$ cat config.mk
export PLATFORM = sky130hd
export DESIGN_NAME = dis_seq
export DESIGN_NICKNAME = d
export VERILOG_FILES = /design/src/logic/dis_pkg.sv /design/src/logic/dis_seq.sv
export SDC_FILE = /design/constraint.sdc
export NUM_CORES = 1
export LEC_CHECK = 0
export ABC_AREA = 1
export BUFFER_PORTS_ARGS = -buffer_cell sky130_fd_sc_hd__clkbuf_2
export CORE_AREA = 3 3 80 82
export CTS_BUF_LIST = sky130_fd_sc_hd__clkbuf_4 sky130_fd_sc_hd__clkbuf_8
export DETAILED_ROUTE_END_ITERATION = 6
export DIE_AREA = 0 0 83 85
export HOLD_SLACK_MARGIN = 0.05
export PLACE_DENSITY_LB_ADDON = 0.2
export SLEW_MARGIN = 5
export SYNTH_ARGS = -nofsm -noshare
export SYNTH_HDL_FRONTEND = slang
export SYNTH_SLANG_ARGS = --single-unit
$ cat constraint.sdc
create_clock -name sys_clk_i -period 2.7 [get_ports sys_clk_i]
set_input_delay 0.54 -clock sys_clk_i [delete_from_list [all_inputs] [get_ports sys_clk_i]]
set_output_delay 0.54 -clock sys_clk_i [all_outputs]
set_load 0.005 [all_outputs]
$ cat src/logic/dis_pkg.sv
// Package: constants, types and decode helpers for the integrator sequencer
package dis_pkg;

    // ****************************************************************
    // Register map and fields
    // ****************************************************************
    localparam logic [3:0] ADDR_STATUS  = 4'h0;
    localparam logic [3:0] ADDR_CONTROL = 4'h4;
    localparam logic [3:0] ADDR_COUNT   = 4'h8;

    localparam int SB_STATE   = 0;
    localparam int SB_MBSY    = 4;
    localparam int SB_TOG     = 5;
    localparam int SB_SIDE    = 6;
    localparam int SB_DRDY    = 7;
    localparam int SB_SETTLED = 8;
    localparam int SB_SPEED   = 9;
    localparam int SB_DIV     = 10;

    localparam int CB_RELEASE = 0;
    localparam int CB_SCLK_EN = 1;
    localparam logic CTRL_SCLK_EN_RST = 1'b1;

    // ****************************************************************
    // Pin indices and timing
    // ****************************************************************
    localparam int PIN_TOG  = 0;
    localparam int PIN_DIV  = 1;
    localparam int PIN_SPD  = 2;
    localparam int PIN_SCLK = 3;
    localparam int NPINS    = 4;

    localparam logic [1:0]  DIV_LAST    = 2'h3;
    // Internal clock periods per side; SETTLE_CNT counts results
    localparam logic [10:0] MRAZ_TICKS  = 11'h5BE;
    localparam logic [10:0] DRDY_TICKS  = 11'h564;
    localparam logic [2:0]  SETTLE_CNT  = 3'h4;

    // ****************************************************************
    // Types
    // ****************************************************************
    typedef enum logic [3:0] {
        ST_INIT, ST_1, ST_2, ST_3, ST_4, ST_5, ST_6, ST_7, ST_8
    } dis_state_t;

    typedef struct packed {
        logic int_a;
        logic int_b;
        logic meas_a;
        logic meas_b;
        logic grounded;
    } dis_path_t;

    // ****************************************************************
    // Decode helpers
    // ****************************************************************
    function automatic logic integ_a(input dis_state_t s);
        return s == ST_3 || s == ST_5;
    endfunction : integ_a

    function automatic logic integ_b(input dis_state_t s);
        return s == ST_4 || s == ST_6;
    endfunction : integ_b

    function automatic logic is_ncont(input dis_state_t s);
        return s == ST_1 || s == ST_2 || s == ST_7 || s == ST_8;
    endfunction : is_ncont

endpackage : dis_pkg

$ cat src/logic/dis_seq.sv
// Eight-state integrate/measure sequencer with Wishbone status port
//
// How it works
// - Select low: low-power mode reported.
// - Select high: high-speed mode reported.
// - Data-ready goes low when result available.
// - Data-ready timed by divided internal clock.
// - Asynchronous reset; host holds it long enough.
// - Each cycle measures and resets integrated sides.
// - Slow conversion pauses integration until caught up.
// - States 1/8 finish pending cycles, ordered.
// - States 2/7 prepare side A/B, no integration.
// - States 3-6 integrate as tabled.
// - Transitions use toggle and busy levels.
// - Busy asserted while any cycle runs.
// - Toggle while busy goes to 1/8, then 2/7.
// - Non-integrating states ground inputs.
// - Integrations always alternate sides.
// - Start in 1 if toggle high, else 8.
// - Graph symmetric under toggle inversion.
// - Continuous mode alternates states 4 and 5.
// - Data-ready held until shift clock high-low or a release write.
// - Divider input selects clock divided by four.
// - Ready 1380 periods, full cycle 1470 periods.
`timescale 1ns/1ps
module dis_seq
    import dis_pkg::*;
(
    input  wire logic        sys_clk_i,
    input  wire logic        rst_i,
    input  wire logic        wb_cyc_i,
    input  wire logic        wb_stb_i,
    input  wire logic        wb_we_i,
    input  wire logic [3:0]  wb_adr_i,
    input  wire logic [3:0]  wb_sel_i,
    input  wire logic [31:0] wb_dat_i,
    input  wire logic        integrate_toggle_i,
    input  wire logic        clock_quarter_divide_i,
    input  wire logic        speed_power_select_i,
    input  wire logic        serial_shift_clock_i,
    output logic      [31:0] wb_dat_o,
    output logic             wb_ack_o,
    output logic             data_ready_n_o,
    output logic             result_side_o,
    output logic             high_speed_o,
    output dis_path_t        path_o
);

    // ****************************************************************
    // Pin synchronisers
    // ****************************************************************
    logic [NPINS-1:0] sync1_q;
    logic [NPINS-1:0] sync2_q;
    logic             tog;
    logic             div_en;
    logic             sclk;

    // No reset: the start state must see the true toggle level
    always_ff @(posedge sys_clk_i) begin
        sync1_q <= {serial_shift_clock_i, speed_power_select_i,
                    clock_quarter_divide_i, integrate_toggle_i};
        sync2_q <= sync1_q;
    end

    assign tog    = sync2_q[PIN_TOG];
    assign div_en = sync2_q[PIN_DIV];
    assign sclk   = sync2_q[PIN_SCLK];

    // ****************************************************************
    // Internal clock divider
    // ****************************************************************
    // Phase after reset is arbitrary relative to the toggle
    logic [1:0] div_q;
    logic       tick;

    always_ff @(posedge sys_clk_i or posedge rst_i) begin
        if (rst_i) begin
            div_q <= '0;
        end else begin
            div_q <= div_q + 2'h1;
        end
    end

    assign tick = !div_en || div_q == DIV_LAST;

    // ****************************************************************
    // State machine
    // ****************************************************************
    dis_state_t state_q;
    dis_state_t state_d;
    logic       tog_q;
    logic       chg;
    logic       mbsy;
    logic       pend_a_q;
    logic       pend_b_q;
    logic       busy_q;

    assign chg  = tog != tog_q;
    assign mbsy = busy_q || pend_a_q || pend_b_q;

    // Level compare against the last sampled toggle, never an edge
    always_comb begin
        state_d = state_q;
        unique case (state_q)
            ST_INIT: state_d = tog ? ST_1 : ST_8;
            ST_1:    if (!mbsy) state_d = ST_2;
            ST_2:    if (chg) state_d = ST_3;
            ST_3:    if (chg) state_d = ST_4;
            ST_4:    if (chg) state_d = mbsy ? ST_1 : ST_5;
            ST_5:    if (chg) state_d = mbsy ? ST_8 : ST_4;
            ST_6:    if (chg) state_d = ST_5;
            ST_7:    if (chg) state_d = ST_6;
            ST_8:    if (!mbsy) state_d = ST_7;
        endcase
    end

    always_ff @(posedge sys_clk_i or posedge rst_i) begin
        if (rst_i) begin
            state_q <= ST_INIT;
            tog_q   <= 1'b0;
        end else if (tick) begin
            state_q <= state_d;
            tog_q   <= tog;
        end
    end

    // ****************************************************************
    // Measure/reset/auto-zero engine
    // ****************************************************************
    logic        leave;
    logic        set_a;
    logic        set_b;
    logic        start;
    logic        side_d;
    logic        side_q;
    logic [10:0] cnt_q;
    logic        hit;
    logic        done;

    assign leave = tick && state_d != state_q;
    assign set_a = leave && integ_a(state_q);
    assign set_b = leave && integ_b(state_q);
    assign start = tick && !busy_q && (pend_a_q || pend_b_q);
    assign hit   = tick && busy_q && cnt_q == DRDY_TICKS - 11'h1;
    assign done  = tick && busy_q && cnt_q == MRAZ_TICKS - 11'h1;

    // Both pending only in 1 or 8; 8 takes side B first
    always_comb begin
        if (pend_a_q && pend_b_q) begin
            side_d = state_q == ST_8;
        end else begin
            side_d = pend_b_q;
        end
    end

    // A new pending side wins over its own clear
    always_ff @(posedge sys_clk_i or posedge rst_i) begin
        if (rst_i) begin
            pend_a_q <= 1'b0;
            pend_b_q <= 1'b0;
        end else begin
            pend_a_q <= set_a || (pend_a_q && !(start && !side_d));
            pend_b_q <= set_b || (pend_b_q && !(start && side_d));
        end
    end

    always_ff @(posedge sys_clk_i or posedge rst_i) begin
        if (rst_i) begin
            busy_q <= 1'b0;
            side_q <= 1'b0;
            cnt_q  <= '0;
        end else if (start) begin
            busy_q <= 1'b1;
            side_q <= side_d;
            cnt_q  <= '0;
        end else if (done) begin
            busy_q <= 1'b0;
        end else if (tick && busy_q) begin
            cnt_q  <= cnt_q + 11'h1;
        end
    end

    // ****************************************************************
    // Data-ready and result bookkeeping
    // ****************************************************************
    logic       drdy_n_q;
    logic       seen_high_q;
    logic       sclk_rel;
    logic       wr_release;
    logic       ctrl_sclk_en_q;
    logic [2:0] results_q;
    logic       side_out_q;

    assign sclk_rel = ctrl_sclk_en_q && seen_high_q && !sclk;

    // Ready set wins over any release in the same cycle
    always_ff @(posedge sys_clk_i or posedge rst_i) begin
        if (rst_i) begin
            drdy_n_q    <= 1'b1;
            seen_high_q <= 1'b0;
        end else if (hit) begin
            drdy_n_q    <= 1'b0;
            seen_high_q <= 1'b0;
        end else if (!drdy_n_q && (sclk_rel || wr_release)) begin
            drdy_n_q    <= 1'b1;
            seen_high_q <= 1'b0;
        end else if (!drdy_n_q && sclk && ctrl_sclk_en_q) begin
            seen_high_q <= 1'b1;
        end
    end

    // Saturating count so software can skip early results
    always_ff @(posedge sys_clk_i or posedge rst_i) begin
        if (rst_i) begin
            results_q  <= '0;
            side_out_q <= 1'b0;
        end else if (hit) begin
            side_out_q <= side_q;
            if (results_q != SETTLE_CNT) begin
                results_q <= results_q + 3'h1;
            end
        end
    end

    // ****************************************************************
    // Registered outputs
    // ****************************************************************
    always_ff @(posedge sys_clk_i or posedge rst_i) begin
        if (rst_i) begin
            path_o       <= '{grounded: 1'b1, default: 1'b0};
            high_speed_o <= 1'b0;
        end else begin
            path_o.int_a    <= integ_a(state_q);
            path_o.int_b    <= integ_b(state_q);
            path_o.meas_a   <= busy_q && !side_q;
            path_o.meas_b   <= busy_q && side_q;
            path_o.grounded <= !integ_a(state_q) && !integ_b(state_q);
            high_speed_o    <= sync2_q[PIN_SPD];
        end
    end

    assign data_ready_n_o = drdy_n_q;
    assign result_side_o  = side_out_q;

    // ****************************************************************
    // Wishbone slave
    // ****************************************************************
    // Ack one cycle after the request; writes act on the ack edge
    logic        ack_q;
    logic        req;
    logic        wr;
    logic [31:0] rd_d;
    logic [31:0] dat_q;

    assign req        = wb_cyc_i && wb_stb_i && !ack_q;
    assign wr         = wb_cyc_i && wb_stb_i && wb_we_i && ack_q
                        && wb_adr_i == ADDR_CONTROL && wb_sel_i[0];
    assign wr_release = wr && wb_dat_i[CB_RELEASE];

    always_comb begin
        rd_d = '0;
        unique case (wb_adr_i)
            ADDR_STATUS: begin
                rd_d[SB_STATE +: 4] = state_q;
                rd_d[SB_MBSY]       = mbsy;
                rd_d[SB_TOG]        = tog;
                rd_d[SB_SIDE]       = side_out_q;
                rd_d[SB_DRDY]       = !drdy_n_q;
                rd_d[SB_SETTLED]    = results_q == SETTLE_CNT;
                rd_d[SB_SPEED]      = high_speed_o;
                rd_d[SB_DIV]        = div_en;
            end
            ADDR_CONTROL: rd_d[CB_SCLK_EN] = ctrl_sclk_en_q;
            ADDR_COUNT:   rd_d[2:0] = results_q;
            default:      rd_d = '0;
        endcase
    end

    always_ff @(posedge sys_clk_i or posedge rst_i) begin
        if (rst_i) begin
            ack_q <= 1'b0;
            dat_q <= '0;
        end else begin
            ack_q <= req;
            if (req && !wb_we_i) begin
                dat_q <= rd_d;
            end
        end
    end

    always_ff @(posedge sys_clk_i or posedge rst_i) begin
        if (rst_i) begin
            ctrl_sclk_en_q <= CTRL_SCLK_EN_RST;
        end else if (wr) begin
            ctrl_sclk_en_q <= wb_dat_i[CB_SCLK_EN];
        end
    end

    assign wb_ack_o = ack_q;
    assign wb_dat_o = dat_q;

    // ****************************************************************
    // Assertions
    // ****************************************************************
    logic last_b_q;
    logic any_end_q;

    always_ff @(posedge sys_clk_i or posedge rst_i) begin
        if (rst_i) begin
            last_b_q  <= 1'b0;
            any_end_q <= 1'b0;
        end else if (set_a || set_b) begin
            last_b_q  <= set_b;
            any_end_q <= 1'b1;
        end
    end
endmodule : dis_seq

==> flow_summary.toml <==
[placed_design]
io_buffer_count = 35
gpl.final_weighted_congestion = 0.883
dpl.hpwl_mm = 4.35

[yosys]
syn-instance-count = 346
synthArstFlopShare = 0.855
dominant_combinational_cell_family_by_area_after_synthesis = "simple AND/OR/NAND/NOR gates"
xor_xnor_fraction_of_synth_area = 0.0246
synth_largest_area_cell = "dfrtp_1"
netlist_top_cells_area = "dfrtp_1 39%, nand2_1 11%, buf_4 5.8%, dfxtp_1 5.6%, nor2_1 4.9%"
postSynthRegisterBits = 55
post_synth_most_frequent_cells = "86 x nand2_1, 44 x dfrtp_1, 37 x nor2_1"
synth_compound_area_frac = 0.0816
ys_dominant_reg_cell = "dfrtp_1"
synth_sequential_area_ratio = 0.470
yosys.area_share.adder = 0.0219
synth.top_cell.area_share = 0.386
synthDistinctLibCells = 41
yosysWarningCount = 0
mappedNetlistArea_um2 = 2850
synthSimpleGateAreaFrac = 0.281
post_synthesis_mean_instance_area_um2 = 8.24
post-synth-top-count-cell = "nand2_1"
synth.area.mux_share = 0.00395
synth-edff-count = 0

[critical_path]
timing.critical_path.arrival_ns = 2.17
setup.worst_path.end_class = "flop"
cp_data_required_time_ns = 2.91
cp_slowest_stage_delay_ns = 0.41
timing.critical_path.fanout_max = 5
cp_delay_by_family_top = "simple AND/OR/NAND/NOR gates"
timing.critical_path.cells = "ha_1, inv_1, nor4_1, nand3_1, nor2_1, mux2_2"
worstPathBufferInverterCount = 1
cp_slowest_cell = "dfrtp_1"
critPathLaunchType = "flop"
setup.worst_path.class = "reg -> reg"

[die]
io-pin-count = 90
coreArea_um2 = 5820
fp-row-count = 28
dieArea_um2 = 7060
die_w_um = 83
die_y_um = 85
floorplan.initialDensity = 0.491

[final_layout]
diodes = 0
multiInputGateArea_um2 = 1260
area.sequential_um2 = 1340
fin_nets = 440
layout-area-overhead-vs-synth_pct = 10.2
final_layout_size_suffix_gt1_frac = 0.186
number_of_filler_instances_in_the_final_layout = 592

[sta]
max_freq_mhz = 511
report.final.slew_viol_count = 0
finalHoldViolations = 0
rsz0062_at_grt = "false"
maxSlewHeadroom = 0.576
final_worst_path_period_need_ns = 1.96
worst_slew_pin_slew_ns = 0.631
final.period_utilization = 0.725
worst_clock_skew_ns = 0.0112
fin_worst_hold_slack_ns = 0.0892
fin_tns_setup_ns = 0
timing.final.setup_violations = 0

[grt]
maximum_number_of_pins_on_one_net_before_global_route_repair = 23
grtUsageTotal = 0.176
overall_overflow_remaining_after_global_route = 0
grt_pass1_vias = 2230
initial_antenna_violation_count = 0
global_route_wire_length_before_repair_mm = 10.2

[drt]
drc = 0
vias_after_detailed_routing = 2246
via_per_inst = 4.86
final_wirelength_mm = 5.64
drt_iter0_markers = 90
detail_route.first_pass.iterations = 4
detail-route-antenna-nets = 0
detail_route.wl_per_cell_um = 12.2

[clocking]
ctsHoldBuffers = 0
worst_skew_pair.late_latency_ns = 0.31
max-clock-path-buffers = 2
cts_setup_buffers = 0
cts.sinks = 55
clkSlewWorstSetupHoldPaths_ns = 0.11
number_of_buffers_created_by_cts = 5
cts_repair_resize_count = 0
cts_htree_levels = 2
cts_tree = "done"
cell_chosen_for_the_clock_root = "clkbuf_8"

[flow_run]
max-cap-violations = 0

[power]
power-per-cell-area_nw_per_um2 = 767
power_leakage_nw = 1.65
vdd.ir_drop.worst_mv = 0.419
power.total_mw = 2.41

[hold_path]
hold_class = "in -> async"

[run_status]
status = "finished clean"
per-stage QoR:
stage	utilization	setup slack, ns	instance area [µm²]	std cells
2_1_floorplan	-	1.02	2930	366
3_3_place_gp	0.523	0.756	3040	454
3_5_place_dp	0.523	0.727	3040	454
4_1_cts	0.540	0.725	3140	462
5_1_grt	0.540	0.568	3140	462
6_report	0.540	0.742	3140	462
power by group:
part,leakage (nW),internal [mW],switching (mW),total (mW)
Clock,0.0533,0.217,0.283,0.499
Sequential,0.674,0.961,0.151,1.11
Combinational,0.927,0.281,0.518,0.800
Total,1.65,1.46,0.951,2.41
flip-flops by register name (all words and copies together) (netlist names):
name and cells:
ctrl_sclk_en_q 1, wb_ack_o 1, pend_b_q 1, result_side_o 1, cnt_q 11, wb_dat_o 11
pend_a_q 1, data_ready_n_o 1, busy_q 1, div_q 2, tog_q 1, high_speed_o 1
sync1_q 4, state_q 4, results_q 3, seen_high_q 1, path_o 5, sync2_q 4
side_q 1
cells in the final DEF, fill, tap and decap left out, types with 4 or more instances in the layout:
cell | synthesis | layout
o21ai_1 | 4 | 4
clkbuf_2 | 0 | 35
nand2_1 | 86 | 86
nand4_1 | 4 | 4
clkbuf_8 | 0 | 6
inv_2 | 5 | 6
dfrtp_1 | 44 | 44
dfxtp_1 | 8 | 8
inv_1 | 33 | 32
xor2_1 | 7 | 7
nor3_1 | 7 | 7
nor2_1 | 37 | 37
o21ai_0 | 21 | 21
ha_1 | 5 | 5
conb_1 | 1 | 21
nand2_2 | 4 | 4
nand3_1 | 21 | 21
cells by family (layout without fill, tap and decap cells):
group,Yosys count,in the layout
AO/OA/AOI/OAI,39,39
multiplexers,1,1
adder cells (fa/ha/maj),5,5
buffers and inverters,64,85
AND/OR/NAND/NOR,173,173
XOR/XNOR,8,8
flip-flops,55,55
other,1,21
final timing paths:
check / from / end / slack [ns] / depth (start not counted)
max reg2reg: cnt_q[0]$_DFFE_PP0P_ / results_q[1]$_DFFE_PP0P_ / 0.74 / 6
max: cnt_q[0]$_DFFE_PP0P_ / results_q[1]$_DFFE_PP0P_ / 0.74 / 6
min: rst_i / wb_ack_o$_DFF_PP0_ / 0.09 / 2
max in group asynchronous: rst_i / data_ready_n_o$_DFFE_PP1P_ / 2.03 / 3
min in group sys_clk_i: integrate_toggle_i / sync1_q[0]$_DFF_P_ / 0.33 / 1
min reg2reg: sync1_q[1]$_DFF_P_ / sync2_q[1]$_DFF_P_ / 0.34 / 0
area by class of cell:
cell class                      count  area share
Sequential cell                    55       0.426
Multi-Input combinational cell    247       0.400
Timing Repair Buffer               38      0.0629
Inverter                           39      0.0482
Tap cell                           75      0.0299
Clock buffer                        6      0.0263
Clock inverter                      2     0.00637
metal layers:
layer,vias up,track usage,part of all wire,routed length [µm]
li1,1154,-,-,-
met1,1038,0.233,0.45,2560
met2,47,0.298,0.49,2770
met3,7,0.0340,0.041,232
met4,0,0.0446,0.014,80
met5,-,0,0,0
No activity file was read; power rests on OpenSTA's default activity.
